<file path="src/osc_pkg.sv">
// Purpose: Shared constants and types of the phase accumulator oscillator
// Assumes: Registers sit in the low byte of aligned 32-bit Wishbone words
// Notes: Offsets are byte addresses
`default_nettype none
package osc_pkg;
    // Register byte offsets
    localparam logic [5:0] OFF_CONTROL = 6'h00;
    localparam logic [5:0] OFF_CLOCK_CONTROL = 6'h04;
    localparam logic [5:0] OFF_ACC_LOW = 6'h08;
    localparam logic [5:0] OFF_ACC_HIGH = 6'h0C;
    localparam logic [5:0] OFF_ACC_UPPER = 6'h10;
    localparam logic [5:0] OFF_INC_LOW = 6'h14;
    localparam logic [5:0] OFF_INC_HIGH = 6'h18;
    localparam logic [5:0] OFF_IRQ_STATUS = 6'h1C;
    localparam logic [5:0] OFF_IRQ_MASK = 6'h20;

    // Control register fields
    localparam int BIT_ENABLE = 7;
    localparam int BIT_PIN_ENABLE = 6;
    localparam int BIT_OUT_LEVEL = 5;
    localparam int BIT_POLARITY = 4;
    localparam int BIT_PULSE_MODE = 0;

    // Clock control fields
    localparam int PWS_LSB = 5;
    localparam int CKS_LSB = 0;

    // Status and mask field
    localparam int BIT_OVERFLOW = 0;

    // Widths
    localparam int ACC_W = 20;
    localparam int INC_W = 16;

    // Reset values
    localparam logic [15:0] INC_RESET = 16'h0001;
    localparam logic [19:0] ACC_RESET = 20'h00000;
    localparam logic [7:0] REG_RESET = 8'h00;

    typedef enum logic [1:0] {
        CKS_EXT_PIN = 2'h0,
        CKS_SYSTEM = 2'h1,
        CKS_FAST_OSC = 2'h2,
        CKS_LOGIC_CELL = 2'h3
    } clock_source_e;
endpackage
`default_nettype wire

</file>
<file path="src/osc_tick_if.sv">
// Purpose: Carries the clock source choice and the resulting tick
// Assumes: Single system clock
// Notes: tick is a one-cycle pulse per rising edge of the chosen source
`default_nettype none
interface osc_tick_if;
    logic [1:0] clock_source_select;
    logic tick;
    modport source (input clock_source_select, output tick);
    modport user (output clock_source_select, input tick);
endinterface
`default_nettype wire

</file>
<file path="src/osc_tick_gen.sv">
// Purpose: Turns the selected oscillator clock source into tick pulses
// Assumes: Source inputs are synchronous to clk_i
// Notes: System clock source ticks on every cycle
`default_nettype none
module osc_tick_gen (
    // Clock and reset
    input wire logic clk_i,
    input wire logic rst_i,
    // Clock sources
    input wire logic external_clock_pin_i,
    input wire logic internal_fast_oscillator_i,
    input wire logic logic_cell_output_i,
    // Link to the core
    osc_tick_if.source tick_if
);
    typedef struct packed {
        logic ext_prev;
        logic fast_prev;
        logic cell_prev;
    } tick_state_s;

    tick_state_s st_ff;
    tick_state_s nxt_st;

    always_comb begin
        nxt_st.ext_prev = external_clock_pin_i;
        nxt_st.fast_prev = internal_fast_oscillator_i;
        nxt_st.cell_prev = logic_cell_output_i;
    end

    // Rising edge of the chosen source
    always_comb begin
        case (tick_if.clock_source_select)  // [RULE2]
            osc_pkg::CKS_EXT_PIN: tick_if.tick = external_clock_pin_i & ~st_ff.ext_prev;
            osc_pkg::CKS_SYSTEM: tick_if.tick = 1'b1;
            osc_pkg::CKS_FAST_OSC: tick_if.tick = internal_fast_oscillator_i & ~st_ff.fast_prev;
            osc_pkg::CKS_LOGIC_CELL: tick_if.tick = logic_cell_output_i & ~st_ff.cell_prev;
            default: tick_if.tick = 1'b0;
        endcase
    end

    always_ff @(posedge clk_i) begin
        if (rst_i) begin
            st_ff <= '{ext_prev: 1'b0, fast_prev: 1'b0, cell_prev: 1'b0};
        end else begin
            st_ff <= nxt_st;
        end
    end
endmodule
`default_nettype wire

</file>
<file path="src/osc_top.sv">
// Purpose: Phase accumulator oscillator with Wishbone register access
// Assumes: All inputs synchronous to clk_i; registers in low data byte
// Notes: Operation
// Operation
// RULE1: pulse width code n gives 2**n oscillator clock periods
// RULE2: clock source select 00 pin, 01 system, 10 fast osc, 11 logic cell
// RULE3: pulse width only matters in pulse mode, ignored in fixed duty mode
// RULE4: software keeps pulse width shorter than overflow period
// RULE5: accumulator bits 7..0 readable and writable as low byte
// RULE6: accumulator bits 15..8 readable and writable as high byte
// RULE7: accumulator bits 19..16 in upper byte low nibble, rest reads zero
// RULE8: increment low byte read/write, resets to 01
// RULE9: increment high byte read/write, resets to zero
// RULE10: reset clears control and accumulator; clock control bits 4..2 read zero
// RULE11: fixed duty mode toggles output on each overflow
// RULE12: pulse mode drives output active from edge after overflow for set width
// RULE13: increment double-buffered; immediate when disabled, else after low write
// RULE14: overflow sets a sticky flag that stays until software clears it
// RULE15: enabled accumulator adds buffered increment per tick; bit 19 carry overflows
// RULE16: register writes reach accumulator and buffer aligned to oscillator ticks; accumulator byte writes here apply in the bus write cycle
//
// Design decisions made here: the register offsets and the Wishbone register port.
`default_nettype none
module osc_top #(
    parameter int ACC_WIDTH = osc_pkg::ACC_W,
    parameter int INC_WIDTH = osc_pkg::INC_W
) (
    // Clock and reset
    input wire logic clk_i,
    input wire logic rst_i,
    // Wishbone slave
    input wire logic cyc_i,
    input wire logic stb_i,
    input wire logic we_i,
    input wire logic [5:0] adr_i,
    input wire logic [3:0] sel_i,
    input wire logic [31:0] dat_i,
    output logic [31:0] dat_o,
    output logic ack_o,
    // Oscillator clock sources
    input wire logic external_clock_pin_i,
    input wire logic internal_fast_oscillator_i,
    input wire logic logic_cell_output_i,
    // Output stage
    output logic output_level_o,
    output logic output_pin_o,
    output logic output_pin_oe_o,
    // Interrupt
    output logic irq_o
);
    typedef struct packed {
        logic oscillator_enable;
        logic output_pin_enable;
        logic output_polarity;
        logic pulse_mode_select;
        logic [2:0] pulse_width_select;
        logic [1:0] clock_source_select;
        logic [ACC_WIDTH-1:0] phase_accumulator;
        logic [INC_WIDTH-1:0] phase_increment;
        logic [INC_WIDTH-1:0] increment_buffer;
        logic load_pending;
        logic raw_out;
        logic [7:0] pulse_count;
        logic overflow_flag;
        logic overflow_interrupt_enable;
        logic ack;
        logic [31:0] rdata;
        logic level;
        logic pin;
        logic pin_oe;
        logic irq;
    } osc_state_s;

    osc_state_s st_ff;
    osc_state_s nxt_st;
    logic [ACC_WIDTH:0] sum;
    logic overflow;
    logic take;
    logic wr;
    logic [7:0] wbyte;
    logic [7:0] rbyte;
    logic tick;

    osc_tick_if tick_bus ();

    assign tick_bus.clock_source_select = st_ff.clock_source_select;  // [RULE2]
    assign tick = tick_bus.tick;

    osc_tick_gen u_tick_gen (
        .clk_i(clk_i),
        .rst_i(rst_i),
        .external_clock_pin_i(external_clock_pin_i),
        .internal_fast_oscillator_i(internal_fast_oscillator_i),
        .logic_cell_output_i(logic_cell_output_i),
        .tick_if(tick_bus)
    );

    assign take = cyc_i & stb_i & ~st_ff.ack;
    assign wr = take & we_i & sel_i[0];
    assign wbyte = dat_i[7:0];
    // Carry out of the top bit marks overflow
    assign sum = {1'b0, st_ff.phase_accumulator}
        + {{(ACC_WIDTH + 1 - INC_WIDTH){1'b0}}, st_ff.increment_buffer};  // [RULE15]
    assign overflow = st_ff.oscillator_enable & tick & sum[ACC_WIDTH];  // [RULE15]

    // Read mux
    always_comb begin
        rbyte = 8'h00;
        case (adr_i)
            osc_pkg::OFF_CONTROL: begin
                rbyte[osc_pkg::BIT_ENABLE] = st_ff.oscillator_enable;
                rbyte[osc_pkg::BIT_PIN_ENABLE] = st_ff.output_pin_enable;
                rbyte[osc_pkg::BIT_OUT_LEVEL] = st_ff.level;
                rbyte[osc_pkg::BIT_POLARITY] = st_ff.output_polarity;
                rbyte[osc_pkg::BIT_PULSE_MODE] = st_ff.pulse_mode_select;
            end
            osc_pkg::OFF_CLOCK_CONTROL: begin
                rbyte[osc_pkg::PWS_LSB +: 3] = st_ff.pulse_width_select;
                rbyte[osc_pkg::CKS_LSB +: 2] = st_ff.clock_source_select;  // [RULE10]
            end
            osc_pkg::OFF_ACC_LOW: rbyte = st_ff.phase_accumulator[7:0];  // [RULE5]
            osc_pkg::OFF_ACC_HIGH: rbyte = st_ff.phase_accumulator[15:8];  // [RULE6]
            osc_pkg::OFF_ACC_UPPER: rbyte = {4'h0, st_ff.phase_accumulator[19:16]};  // [RULE7]
            osc_pkg::OFF_INC_LOW: rbyte = st_ff.phase_increment[7:0];  // [RULE8]
            osc_pkg::OFF_INC_HIGH: rbyte = st_ff.phase_increment[15:8];  // [RULE9]
            osc_pkg::OFF_IRQ_STATUS: rbyte[osc_pkg::BIT_OVERFLOW] = st_ff.overflow_flag;
            osc_pkg::OFF_IRQ_MASK: rbyte[osc_pkg::BIT_OVERFLOW] = st_ff.overflow_interrupt_enable;
            default: rbyte = 8'h00;
        endcase
    end

    always_comb begin
        nxt_st = st_ff;
        nxt_st.ack = take;
        nxt_st.rdata = (take & ~we_i) ? {24'h000000, rbyte} : 32'h00000000;

        // Accumulation and output generation, one step per tick
        if (st_ff.oscillator_enable && tick) begin
            nxt_st.phase_accumulator = sum[ACC_WIDTH-1:0];  // [RULE15]
            if (st_ff.load_pending) begin
                nxt_st.increment_buffer = st_ff.phase_increment;  // [RULE13] [RULE16]
                nxt_st.load_pending = 1'b0;
            end
            if (st_ff.pulse_mode_select) begin
                if (overflow) begin
                    nxt_st.raw_out = 1'b1;  // [RULE12]
                    // Width 2**n, counted down to zero
                    nxt_st.pulse_count = 8'((9'h001 << st_ff.pulse_width_select) - 9'h001);  // [RULE1]
                end else if (st_ff.raw_out) begin
                    if (st_ff.pulse_count == 8'h00) begin
                        nxt_st.raw_out = 1'b0;  // [RULE12] [RULE3]
                    end else begin
                        nxt_st.pulse_count = st_ff.pulse_count - 8'h01;
                    end
                end
            end else if (overflow) begin
                nxt_st.raw_out = ~st_ff.raw_out;  // [RULE11] [RULE3]
            end
        end

        // Disabled: buffer follows the visible increment at once
        if (!st_ff.oscillator_enable) begin
            nxt_st.increment_buffer = st_ff.phase_increment;  // [RULE13]
            nxt_st.load_pending = 1'b0;
        end

        // Register writes; software write to the accumulator wins over a tick
        if (wr) begin
            case (adr_i)
                osc_pkg::OFF_CONTROL: begin
                    nxt_st.oscillator_enable = wbyte[osc_pkg::BIT_ENABLE];
                    nxt_st.output_pin_enable = wbyte[osc_pkg::BIT_PIN_ENABLE];
                    nxt_st.output_polarity = wbyte[osc_pkg::BIT_POLARITY];
                    nxt_st.pulse_mode_select = wbyte[osc_pkg::BIT_PULSE_MODE];
                end
                osc_pkg::OFF_CLOCK_CONTROL: begin
                    nxt_st.pulse_width_select = wbyte[osc_pkg::PWS_LSB +: 3];
                    nxt_st.clock_source_select = wbyte[osc_pkg::CKS_LSB +: 2];
                end
                osc_pkg::OFF_ACC_LOW: nxt_st.phase_accumulator[7:0] = wbyte;  // [RULE5]
                osc_pkg::OFF_ACC_HIGH: nxt_st.phase_accumulator[15:8] = wbyte;  // [RULE6]
                osc_pkg::OFF_ACC_UPPER: nxt_st.phase_accumulator[19:16] = wbyte[3:0];  // [RULE7]
                osc_pkg::OFF_INC_LOW: begin
                    nxt_st.phase_increment[7:0] = wbyte;  // [RULE8]
                    // High byte must already be written
                    nxt_st.load_pending = st_ff.oscillator_enable;  // [RULE13]
                end
                osc_pkg::OFF_INC_HIGH: nxt_st.phase_increment[15:8] = wbyte;  // [RULE9]
                osc_pkg::OFF_IRQ_MASK: begin
                    nxt_st.overflow_interrupt_enable = wbyte[osc_pkg::BIT_OVERFLOW];
                end
                default: nxt_st.load_pending = nxt_st.load_pending;
            endcase
        end

        // Sticky flag: write one clears, a same-cycle overflow wins
        if (wr && adr_i == osc_pkg::OFF_IRQ_STATUS && wbyte[osc_pkg::BIT_OVERFLOW]) begin
            nxt_st.overflow_flag = 1'b0;
        end
        if (overflow) begin
            nxt_st.overflow_flag = 1'b1;  // [RULE14]
        end

        // Registered output stage; polarity 1 means active low
        nxt_st.level = nxt_st.raw_out ^ nxt_st.output_polarity;
        nxt_st.pin = nxt_st.level;
        nxt_st.pin_oe = nxt_st.oscillator_enable & nxt_st.output_pin_enable;
        nxt_st.irq = nxt_st.overflow_flag & nxt_st.overflow_interrupt_enable;
    end

    always_ff @(posedge clk_i) begin
        if (rst_i) begin
            st_ff <= '{
                oscillator_enable: 1'b0,
                output_pin_enable: 1'b0,
                output_polarity: 1'b0,
                pulse_mode_select: 1'b0,
                pulse_width_select: 3'h0,
                clock_source_select: 2'h0,
                phase_accumulator: osc_pkg::ACC_RESET,
                phase_increment: osc_pkg::INC_RESET,
                increment_buffer: osc_pkg::INC_RESET,
                load_pending: 1'b0,
                raw_out: 1'b0,
                pulse_count: osc_pkg::REG_RESET,
                overflow_flag: 1'b0,
                overflow_interrupt_enable: 1'b0,
                ack: 1'b0,
                rdata: 32'h00000000,
                level: 1'b0,
                pin: 1'b0,
                pin_oe: 1'b0,
                irq: 1'b0
            };  // [RULE10]
        end else begin
            st_ff <= nxt_st;
        end
    end

    assign dat_o = st_ff.rdata;
    assign ack_o = st_ff.ack;
    assign output_level_o = st_ff.level;
    assign output_pin_o = st_ff.pin;
    assign output_pin_oe_o = st_ff.pin_oe;
    assign irq_o = st_ff.irq;
endmodule
`default_nettype wire

</file>
<file path="config.mk">
export PLATFORM = sky130hd
export DESIGN_NAME = osc_top
export DESIGN_NICKNAME = d
export VERILOG_FILES = /design/src/osc_pkg.sv /design/src/osc_tick_if.sv /design/src/osc_tick_gen.sv /design/src/osc_top.sv
export SDC_FILE = /design/constraint.sdc
export NUM_CORES = 1
export LEC_CHECK = 0
export ABC_AREA = 1
export BUFFER_PORTS_ARGS = -buffer_cell sky130_fd_sc_hd__buf_2
export CAP_MARGIN = 20
export CORE_MARGIN = 2
export CORE_UTILIZATION = 35
export CTS_BUF_LIST = sky130_fd_sc_hd__clkbuf_8
export DETAILED_ROUTE_END_ITERATION = 6
export GPL_TIMING_DRIVEN = 0
export PLACE_DENSITY = 0.63
export SLEW_MARGIN = 20
export SYNTH_ARGS = -nofsm -noshare
export SYNTH_HDL_FRONTEND = slang
export SYNTH_SLANG_ARGS = --single-unit
</file>
<file path="constraint.sdc">
create_clock -name clk_i -period 6 [get_ports clk_i]
set_clock_uncertainty 0.15 [all_clocks]
set_input_delay 0 -clock clk_i [delete_from_list [all_inputs] [get_ports clk_i]]
set_output_delay 0 -clock clk_i [all_outputs]
set_load 0.005 [all_outputs]
</file>
* Word-level counts from Yosys, hierarchy flattened
Cells that the tools add are included.
Widths: inputs -> output; s select.
** Word-level totals
- Register bits after elaboration :: 112
- Input port bits :: 50
** Operators by class
- Add/subtract/negate cells :: 3
- Equal/unequal tests :: 14
- Shift-type cells :: 1
- Multiplexer cells :: 31
- Bitwise operators :: 20
- Reductions and logical operators :: 14
** Operator list (count)
- $mux 8 :: 6
- $mux 45 :: 1
- $mux 17 :: 2
- $mux 26 :: 1
- $eq 6x5->1 const B :: 4
- $add 20x16->21 :: 1
- $mux 20 :: 1
- $mux 9 :: 2
- $pmux 3 s6 :: 1
- $sub 8x1->8 const B :: 2
- $and 1x1->1 :: 12
- $eq 6x4->1 const B :: 2
- $pmux 2 s5 :: 1
- $reduce_and 2->1 :: 5
- $mux 1 :: 9
- $pmux 1 s9 :: 1
- $logic_not 8->1 :: 1
- $mux 4 :: 2
- $shl 1x3->8 const A :: 1
- $not 1->1 :: 7
- $eq 6x3->1 const B :: 1
- $eq 6x6->1 const B :: 1
- $logic_not 6->1 :: 1
- $pmux 1 s6 :: 1
- other kinds (13) :: 17

* Logic depth before layout (Yosys ltp)
Gate-level depths: netlist of run 1.
- Depth in word-level cells :: 11
- Mapped depth :: 19

* Cells and area by module
From an unflattened synthesis of run 1, not the netlist that was laid out.
** Second synthesis, totals
- Cells, all modules :: 772
- Area, all modules :: 5230.0 um^2
** By module, submodules not included
- osc_top :: instances 1, cells an instance 753, area an instance 5107.4 um^2
- osc_tick_gen :: instances 1, cells an instance 19, area an instance 122.6 um^2

* Least setup slack after synthesis of run 1
Ideal clock, no wire load.
- Path kind :: reg-to-reg
- From :: reg st_ff[81] (netlist name)
- To :: reg st_ff[40] (netlist name)
- Data arrival time :: 2266 ps
- Data required time :: 5737 ps
- Slack :: 3471 ps
- Cell stages (with the launch flop) :: 18
- Buffers on the path :: 3
- Cell sequence :: dfxtp_1 ha_1 fa_1 nand2_1 nand2_1 nand3_2 nand2_2 nand2_4 nand2_4 nand3_4 buf_6 buf_8 ha_1 nor3_2 nand2_2 buf_4 nor2_1 nor2_1
** On the way
- Word-level cells in the longest chain between the ends :: 4
- Elaborated cells on any way between the ends :: 6
- Those cells by class :: 1 x add/sub; 1 x eq/ne; 1 x mux; 1 x bitwise; 2 x reduce/logical
** RTL lines
- start, declared :: RTL line osc_top.sv:74 : osc_state_s st_ff;
- start signal, assigned :: RTL line osc_top.sv:213 : st_ff <= '{
- start signal, assigned :: RTL line osc_top.sv:236 : st_ff <= nxt_st;
- $add 20x16->21 * :: RTL line osc_top.sv:103 : + {{(ACC_WIDTH + 1 - INC_WIDTH){1'b0}}, st_ff.increment_buffer};
- $and 1x1->1 * :: RTL line osc_top.sv:104 : assign overflow = st_ff.oscillator_enable & tick & sum[ACC_WIDTH];
- $ne 2x2->1 (no source line) or $reduce_bool 2->1 (tied branches)
- $reduce_and 4->1 (no source line)
Every way passes the cells marked *; elsewhere a longest branch is shown, timed or not.
A chain may end at the register's enable or synchronous reset.

* Final worst setup path of run 1
Same ends and word-level chain as after synthesis.

==> impl_metrics.ini, run 1 <==
[synthesis]
ys_seq_elements = 88
ys_types = 51
synth_compound_area_frac = 0.180
syn_area_per_cell_um2 = 6.88
syn_area_mm2 = 0.00524
ys_warn_count = 0
synth_xor_area_frac = 0.0251
synth_edf_count = 0
syn_inst = 761
synth_ff_type = dfxtp_1
yosys.area_share.adder = 0.0492
async_flop_share = 0
synth_mux_area_frac = 0
yosysSeqAreaShare = 0.336
yosys.area_share.simple = 0.285
synth_top_family_by_area = simple AND/OR/NAND/NOR gates

[critical_path]
endpoint_kind = flip-flop
reg2regPathDepth = 17
crit_type = flip-flop to flip-flop
critPathRequiredTime_ps = 6120
r2r_end = st_ff[40]
arrival_ps = 3200
r2r_setup_slack_ps = 2920
start_kind = flip-flop
cp_max_fo = 10
r2r-start = st_ff[81]

[sta]
post-route-period-util = 0.514
setup_viol = 0
worstMarginPinSlew_ps = 682
slew-limit-headroom = 0.542
grt_setup_unrepaired = no
final_max_slew_viol_count = 0
fmax_mhz = 324
setup_tns_ps = 0
setup_slack_ps = 2920
hold_viol_final = 0
period_minus_slack_ps = 3080

[placement]
dp_hpwl_mm = 11.9
gp_congestion = 0.931
portBuffers = 35
dp_slack_ps = 2960

[routing]
ant_nets = 0
vias = 5091
drt_pass1_iterations = 5
routed_wl_mm = 15.4
vias_per_cell = 4.92
wl_per_cell_um = 14.9
drt_iter0_markers = 437
post-route-drc-count = 0

[die]
initial_core_util = 0.359
ios = 87
die_w_um = 126
core_area_mm2 = 0.0146
rows = 44
die_h_um = 126
die_area_mm2 = 0.0160

[grt]
globalRouteOverflowTotal = 0
grt_pass1_vias = 4518
top_usage_layer = met2
grtUsageTotal = 0.196
grt.met1_usage = 0.282
use_met2 = 0.293
grt_max_degree = 14
met3_usage = 0.0388
grt_first_pass_wirelength_mm = 24.5
antenna_found_initial = 0

[pwr]
intPower_uw = 813
seqPwrFrac = 0.548
p_per_area_mw_per_mm2 = 176
fin_total_pwr_uw = 1070
pwr-share-comb = 0.067
swShare = 0.241
leakage_uw = 0.00286
vdd_drop_max_mv = 0.152
power_switching_uw = 258
pwr-share-clk = 0.386

[cells_and_area]
regArea_mm2 = 0.00176
multiInputGateArea_mm2 = 0.00291
nFillCells = 1523
fin_util = 0.417
num_antenna_cells = 0
layout-drive-gt1-share = 0.158
area_growth_pct = 16.0
fin_nets = 916

[clock_network]
clock_sinks = 88
insertion_delay_ps = 370
clockBufferDepth = 2
cts_setup_buffers = 0
cts_resized = 0
cts_root_buf = clkbuf_8
tritoncts = yes
clk_pin_slew_ps = 90
cts-htree-levels = 3
cts_hold_buf = 16
numCtsBuffers = 9

[hold_path]
min_to = st_ff[84]
worstHoldStart = we_i
holdPathStages = 4
min_path_type = primary input to flip-flop

[run]
drv_cap = 0

[run_status]
status = finished clean
sequential cells by signal, summed over array words and instances, names as in the netlist:
name / count
u_tick_gen.st_ff: 3
ack_o: 1
output_pin_oe_o: 1
output_pin_o: 1
dat_o: 8
st_ff: 71
tick_bus.clock_source_select: 2
irq_o: 1
layout by cell type (no fill, tap or decap), types with 19 or more instances in the layout:
cell type,count
inv_1,67
nand2_1,142
buf_2,40
nor2_1,125
dfxtp_1,88
o21ai_0,44
a21oi_1,63
ha_1,19
conb_1,24
buf_4,35
nand3_1,32
layer usage:
metal	vias up	part of all wire
met5	-	0
met4	0	0.025
met3	26	0.071
met2	168	0.43
met1	2284	0.47
li1	2613	-
worst max path at each step:
stage | cells after the start | end | slack, ps | start
final | 17 | st_ff[40] | 2920 | st_ff[81]
after global placement | 17 | st_ff[40] | 3000 | st_ff[81]
after floorplan | 17 | st_ff[40] | 3470 | st_ff[81]
after CTS | 17 | st_ff[40] | 2940 | st_ff[81]
after global routing | 18 | st_ff[45] | 2720 | st_ff[81]
after detailed placement | 17 | st_ff[40] | 2960 | st_ff[81]
power groups by stage:
stage          clock [µW]  combinational [µW]  sequential (µW)
6_report              413                71.5              586
5_1_grt               446                77.6              586
4_1_cts               416                70.4              586
3_5_place_dp            0                62.4              600
3_3_place_gp            0                62.4              600
2_1_floorplan           0                37.3              600
cell families after synthesis:
group / after synthesis
other: 1
DFF: 88
and+or+nand+nor: 340
buffers and inverters: 132
AOI/OAI and AO/OA: 165
xor gates and xnor gates: 15
adders and majority gates: 20
critical path, stage by stage, from the launching register on:
cell and delay, ps:
dfxtp_1 380, ha_1 280, fa_1 220, nand2_1 80
nand2_1 110, nand3_2 80, nand2_2 140, nand2_4 90
nand2_4 90, nand3_4 80, buf_6 150, buf_8 150
ha_1 190, nor3_2 220, nand2_2 150, buf_4 200
nor2_1 140, nor2_1 60
cell type report:
| cell class | count | area share |
|---|---|---|
| multi-input combinational | 564 | 0.479 |
| sequential | 88 | 0.290 |
| buffer | 53 | 0.0585 |
| timing repair buffer | 51 | 0.0552 |
| inverter | 79 | 0.0488 |
| tap | 184 | 0.0379 |
| clock buffer | 10 | 0.0226 |
| clock inverter | 5 | 0.00824 |
per-stage QoR:
stage          cell area (µm²)  hold slack, ps  cells
6_report                  6080            27.1   1034
5_1_grt                   6080            45.5   1034
4_1_cts                   6080            5.74   1034
3_5_place_dp              5730            78.4   1003
3_3_place_gp              5730            77.4   1003
2_1_floorplan             5320           -43.0    784
synthesized netlist by cell type, drive strengths merged (2+ instances only):
library cell | instances | area share
nand3b | 3 | 0.0043
nor2 | 133 | 0.10
o211ai | 3 | 0.0043
ha | 19 | 0.045
inv | 79 | 0.057
nor4 | 2 | 0.0024
clkbuf | 10 | 0.0072
a22oi | 10 | 0.014
or2 | 5 | 0.0060
nand3 | 35 | 0.038
a31oi | 3 | 0.0036
a21oi | 64 | 0.062
o22ai | 2 | 0.0024
nand2 | 148 | 0.11
o21ai | 66 | 0.067
a41oi | 3 | 0.0050
xnor2 | 3 | 0.0050
a211oi | 6 | 0.0086
a221oi | 2 | 0.0033
nor3 | 8 | 0.013
buf | 43 | 0.061
nand4 | 6 | 0.0084
dfxtp | 88 | 0.34
xor2 | 12 | 0.020
Note: power is estimated with default switching activity, not from simulation.
==> run 2: changes to the inputs <==
- PLACE_DENSITY: 0.63 -> 0.65
- clock period: 6 -> 2.5 ns (I/O delays scaled with it)
==> impl_metrics.ini, run 2 (same netlist as run 1, synthesis figures left out) <==
[run_status]
status = finished, violations left
violations = hold timing

[clock_network]
cts_root_buf = clkbuf_8
insertion_delay_ps = 380
tritoncts = yes
clk_pin_slew_ps = 100
cts-htree-levels = 3
clock_sinks = 88
numCtsBuffers = 9
clockBufferDepth = 2

[sta]
setup_tns_ps = 0
slew-limit-headroom = 0.539
setup_viol = 0
holdWs_ps = -8.59
final_max_slew_viol_count = 0
fmax_mhz = 414
grt_setup_unrepaired = yes
period_minus_slack_ps = 2420
worstMarginPinSlew_ps = 691
hold_viol_final = 1
post-route-period-util = 0.967

[grt]
grtUsageTotal = 0.194
grt_first_pass_wirelength_mm = 24.5
grt_max_degree = 16
globalRouteOverflowTotal = 0
grt_pass1_vias = 4581
antenna_found_initial = 0

[die]
ios = 87
initial_core_util = 0.359
core_area_mm2 = 0.0146
die_h_um = 126
die_area_mm2 = 0.0160
rows = 44
die_w_um = 126

[cells_and_area]
area_growth_pct = 24.8
top_register = st_ff
multiInputGateArea_mm2 = 0.00315
num_antenna_cells = 0
final-instance-count-excl-fill = 1053
largest_register_ffs = 71
fin_util = 0.448
fin_nets = 934
mostFrequentLayoutCells = 135 x nand2_1, 120 x nor2_1, 80 x dfxtp_1
layout-drive-gt1-share = 0.216
regArea_mm2 = 0.00177
nFillCells = 1480
final_common_cell = nand2_1

[pwr]
fin_total_pwr_uw = 2760
p_per_area_mw_per_mm2 = 422
leakage_uw = 0.00297
seqPwrFrac = 0.510
intPower_uw = 2100
pwr-share-comb = 0.065
vdd_drop_max_mv = 0.394
power_switching_uw = 653
swShare = 0.237
pwr-share-clk = 0.425

[placement]
gp_congestion = 0.969
dp_hpwl_mm = 11.8
dpl.cell_count = 1003
portBuffers = 35

[routing]
drt_pass1_iterations = 5
vias_per_cell = 4.95
post-route-drc-count = 0
wl_per_cell_um = 15.0
ant_nets = 0
drt_iter0_markers = 466
vias = 5215
routed_wl_mm = 15.8

[critical_path]
r2r_setup_slack_ps = 80
endpoint_kind = flip-flop
cp_slowest_cell = dfxtp_2
crit_type = flip-flop to flip-flop
cp_top_family = simple AND/OR/NAND/NOR gates
cp_max_fo = 2
arrival_ps = 2590
critPathRequiredTime_ps = 2680
crit_chain = ha_4, fa_2, nand2_2, nand2_2, nand3_4, nand2_4, nand2_4, nand2_4, nand3_4, buf_8, ha_4, nor2_1, nor2_1, nand2_1, nand2_2, nand2_1, nand2_1, nor2_1
cpPeakStageDelay_ps = 350
start_kind = flip-flop
r2r-start = st_ff[49]
path_buf_inv = 1
crit_start = st_ff[49]

[hold_path]
min_path_type = primary input to flip-flop
worstHoldStart = adr_i[3]

[run]
drv_cap = 0
run 2: what timing repair did:
item	in CTS	in global routing
hold buffers	19	1
pin swaps	14	16
endpoints found under the setup margin	10	12
buffers inserted	11	4
hold endpoints to repair	53	1
resized for setup	29	19
gates cloned	1	0
run 2: area by class of cell:
cell class	instances	share of cell area
multi-input cells	564	0.483
flip-flops and latches	88	0.271
repair buffers	70	0.0758
plain buffers	52	0.0532
inverters	79	0.0454
well taps	184	0.0352
clock buffers	11	0.0232
clock inverters	5	0.0130
run 2: through the flow:
| step | area [µm²] | setup slack (ps) |
|---|---|---|
| floorplan | 5330 | 1.14 |
| global placement | 5730 | -459 |
| detailed placement | 5730 | -473 |
| CTS | 6420 | 0.336 |
| global route | 6540 | -73.5 |
| finish | 6540 | 82.1 |
run 2: worst paths after layout:
| check | end | cells past startpoint |
|---|---|---|
| worst max-delay path | output_pin_o | 18 |
| worst max register to register | output_pin_o | 18 |
| worst min-delay path | dat_o[2] | 6 |
| worst min register to register | st_ff[46] | 2 |
run 2: tightest hold or removal path, cell delays in order:
cell	delay, ps
buf_2	100
nor2_1	40
nand2_1	80
inv_1	70
nand3_1	70
a41oi_1	100
run 2: metal layers:
metal  track usage  vias to the layer above  wire (µm)  part of all wire
met1         0.286                     2344       7360              0.47
met5             0                        -          0                 0
met3        0.0346                       17       1350             0.085
met4        0.0465                        0        240             0.015
li1              -                     2642          -                 -
met2         0.294                      212       6820              0.43
run 2: power by group through the flow:
stage | Clock (µW) | Combinational [µW] | Sequential, µW
final | 1170 | 179 | 1410
after global routing | 1240 | 194 | 1410
after CTS | 1180 | 173 | 1410
after detailed placement | 0 | 149 | 1440
after global placement | 0 | 149 | 1440
after floorplan | 0 | 89.5 | 1440
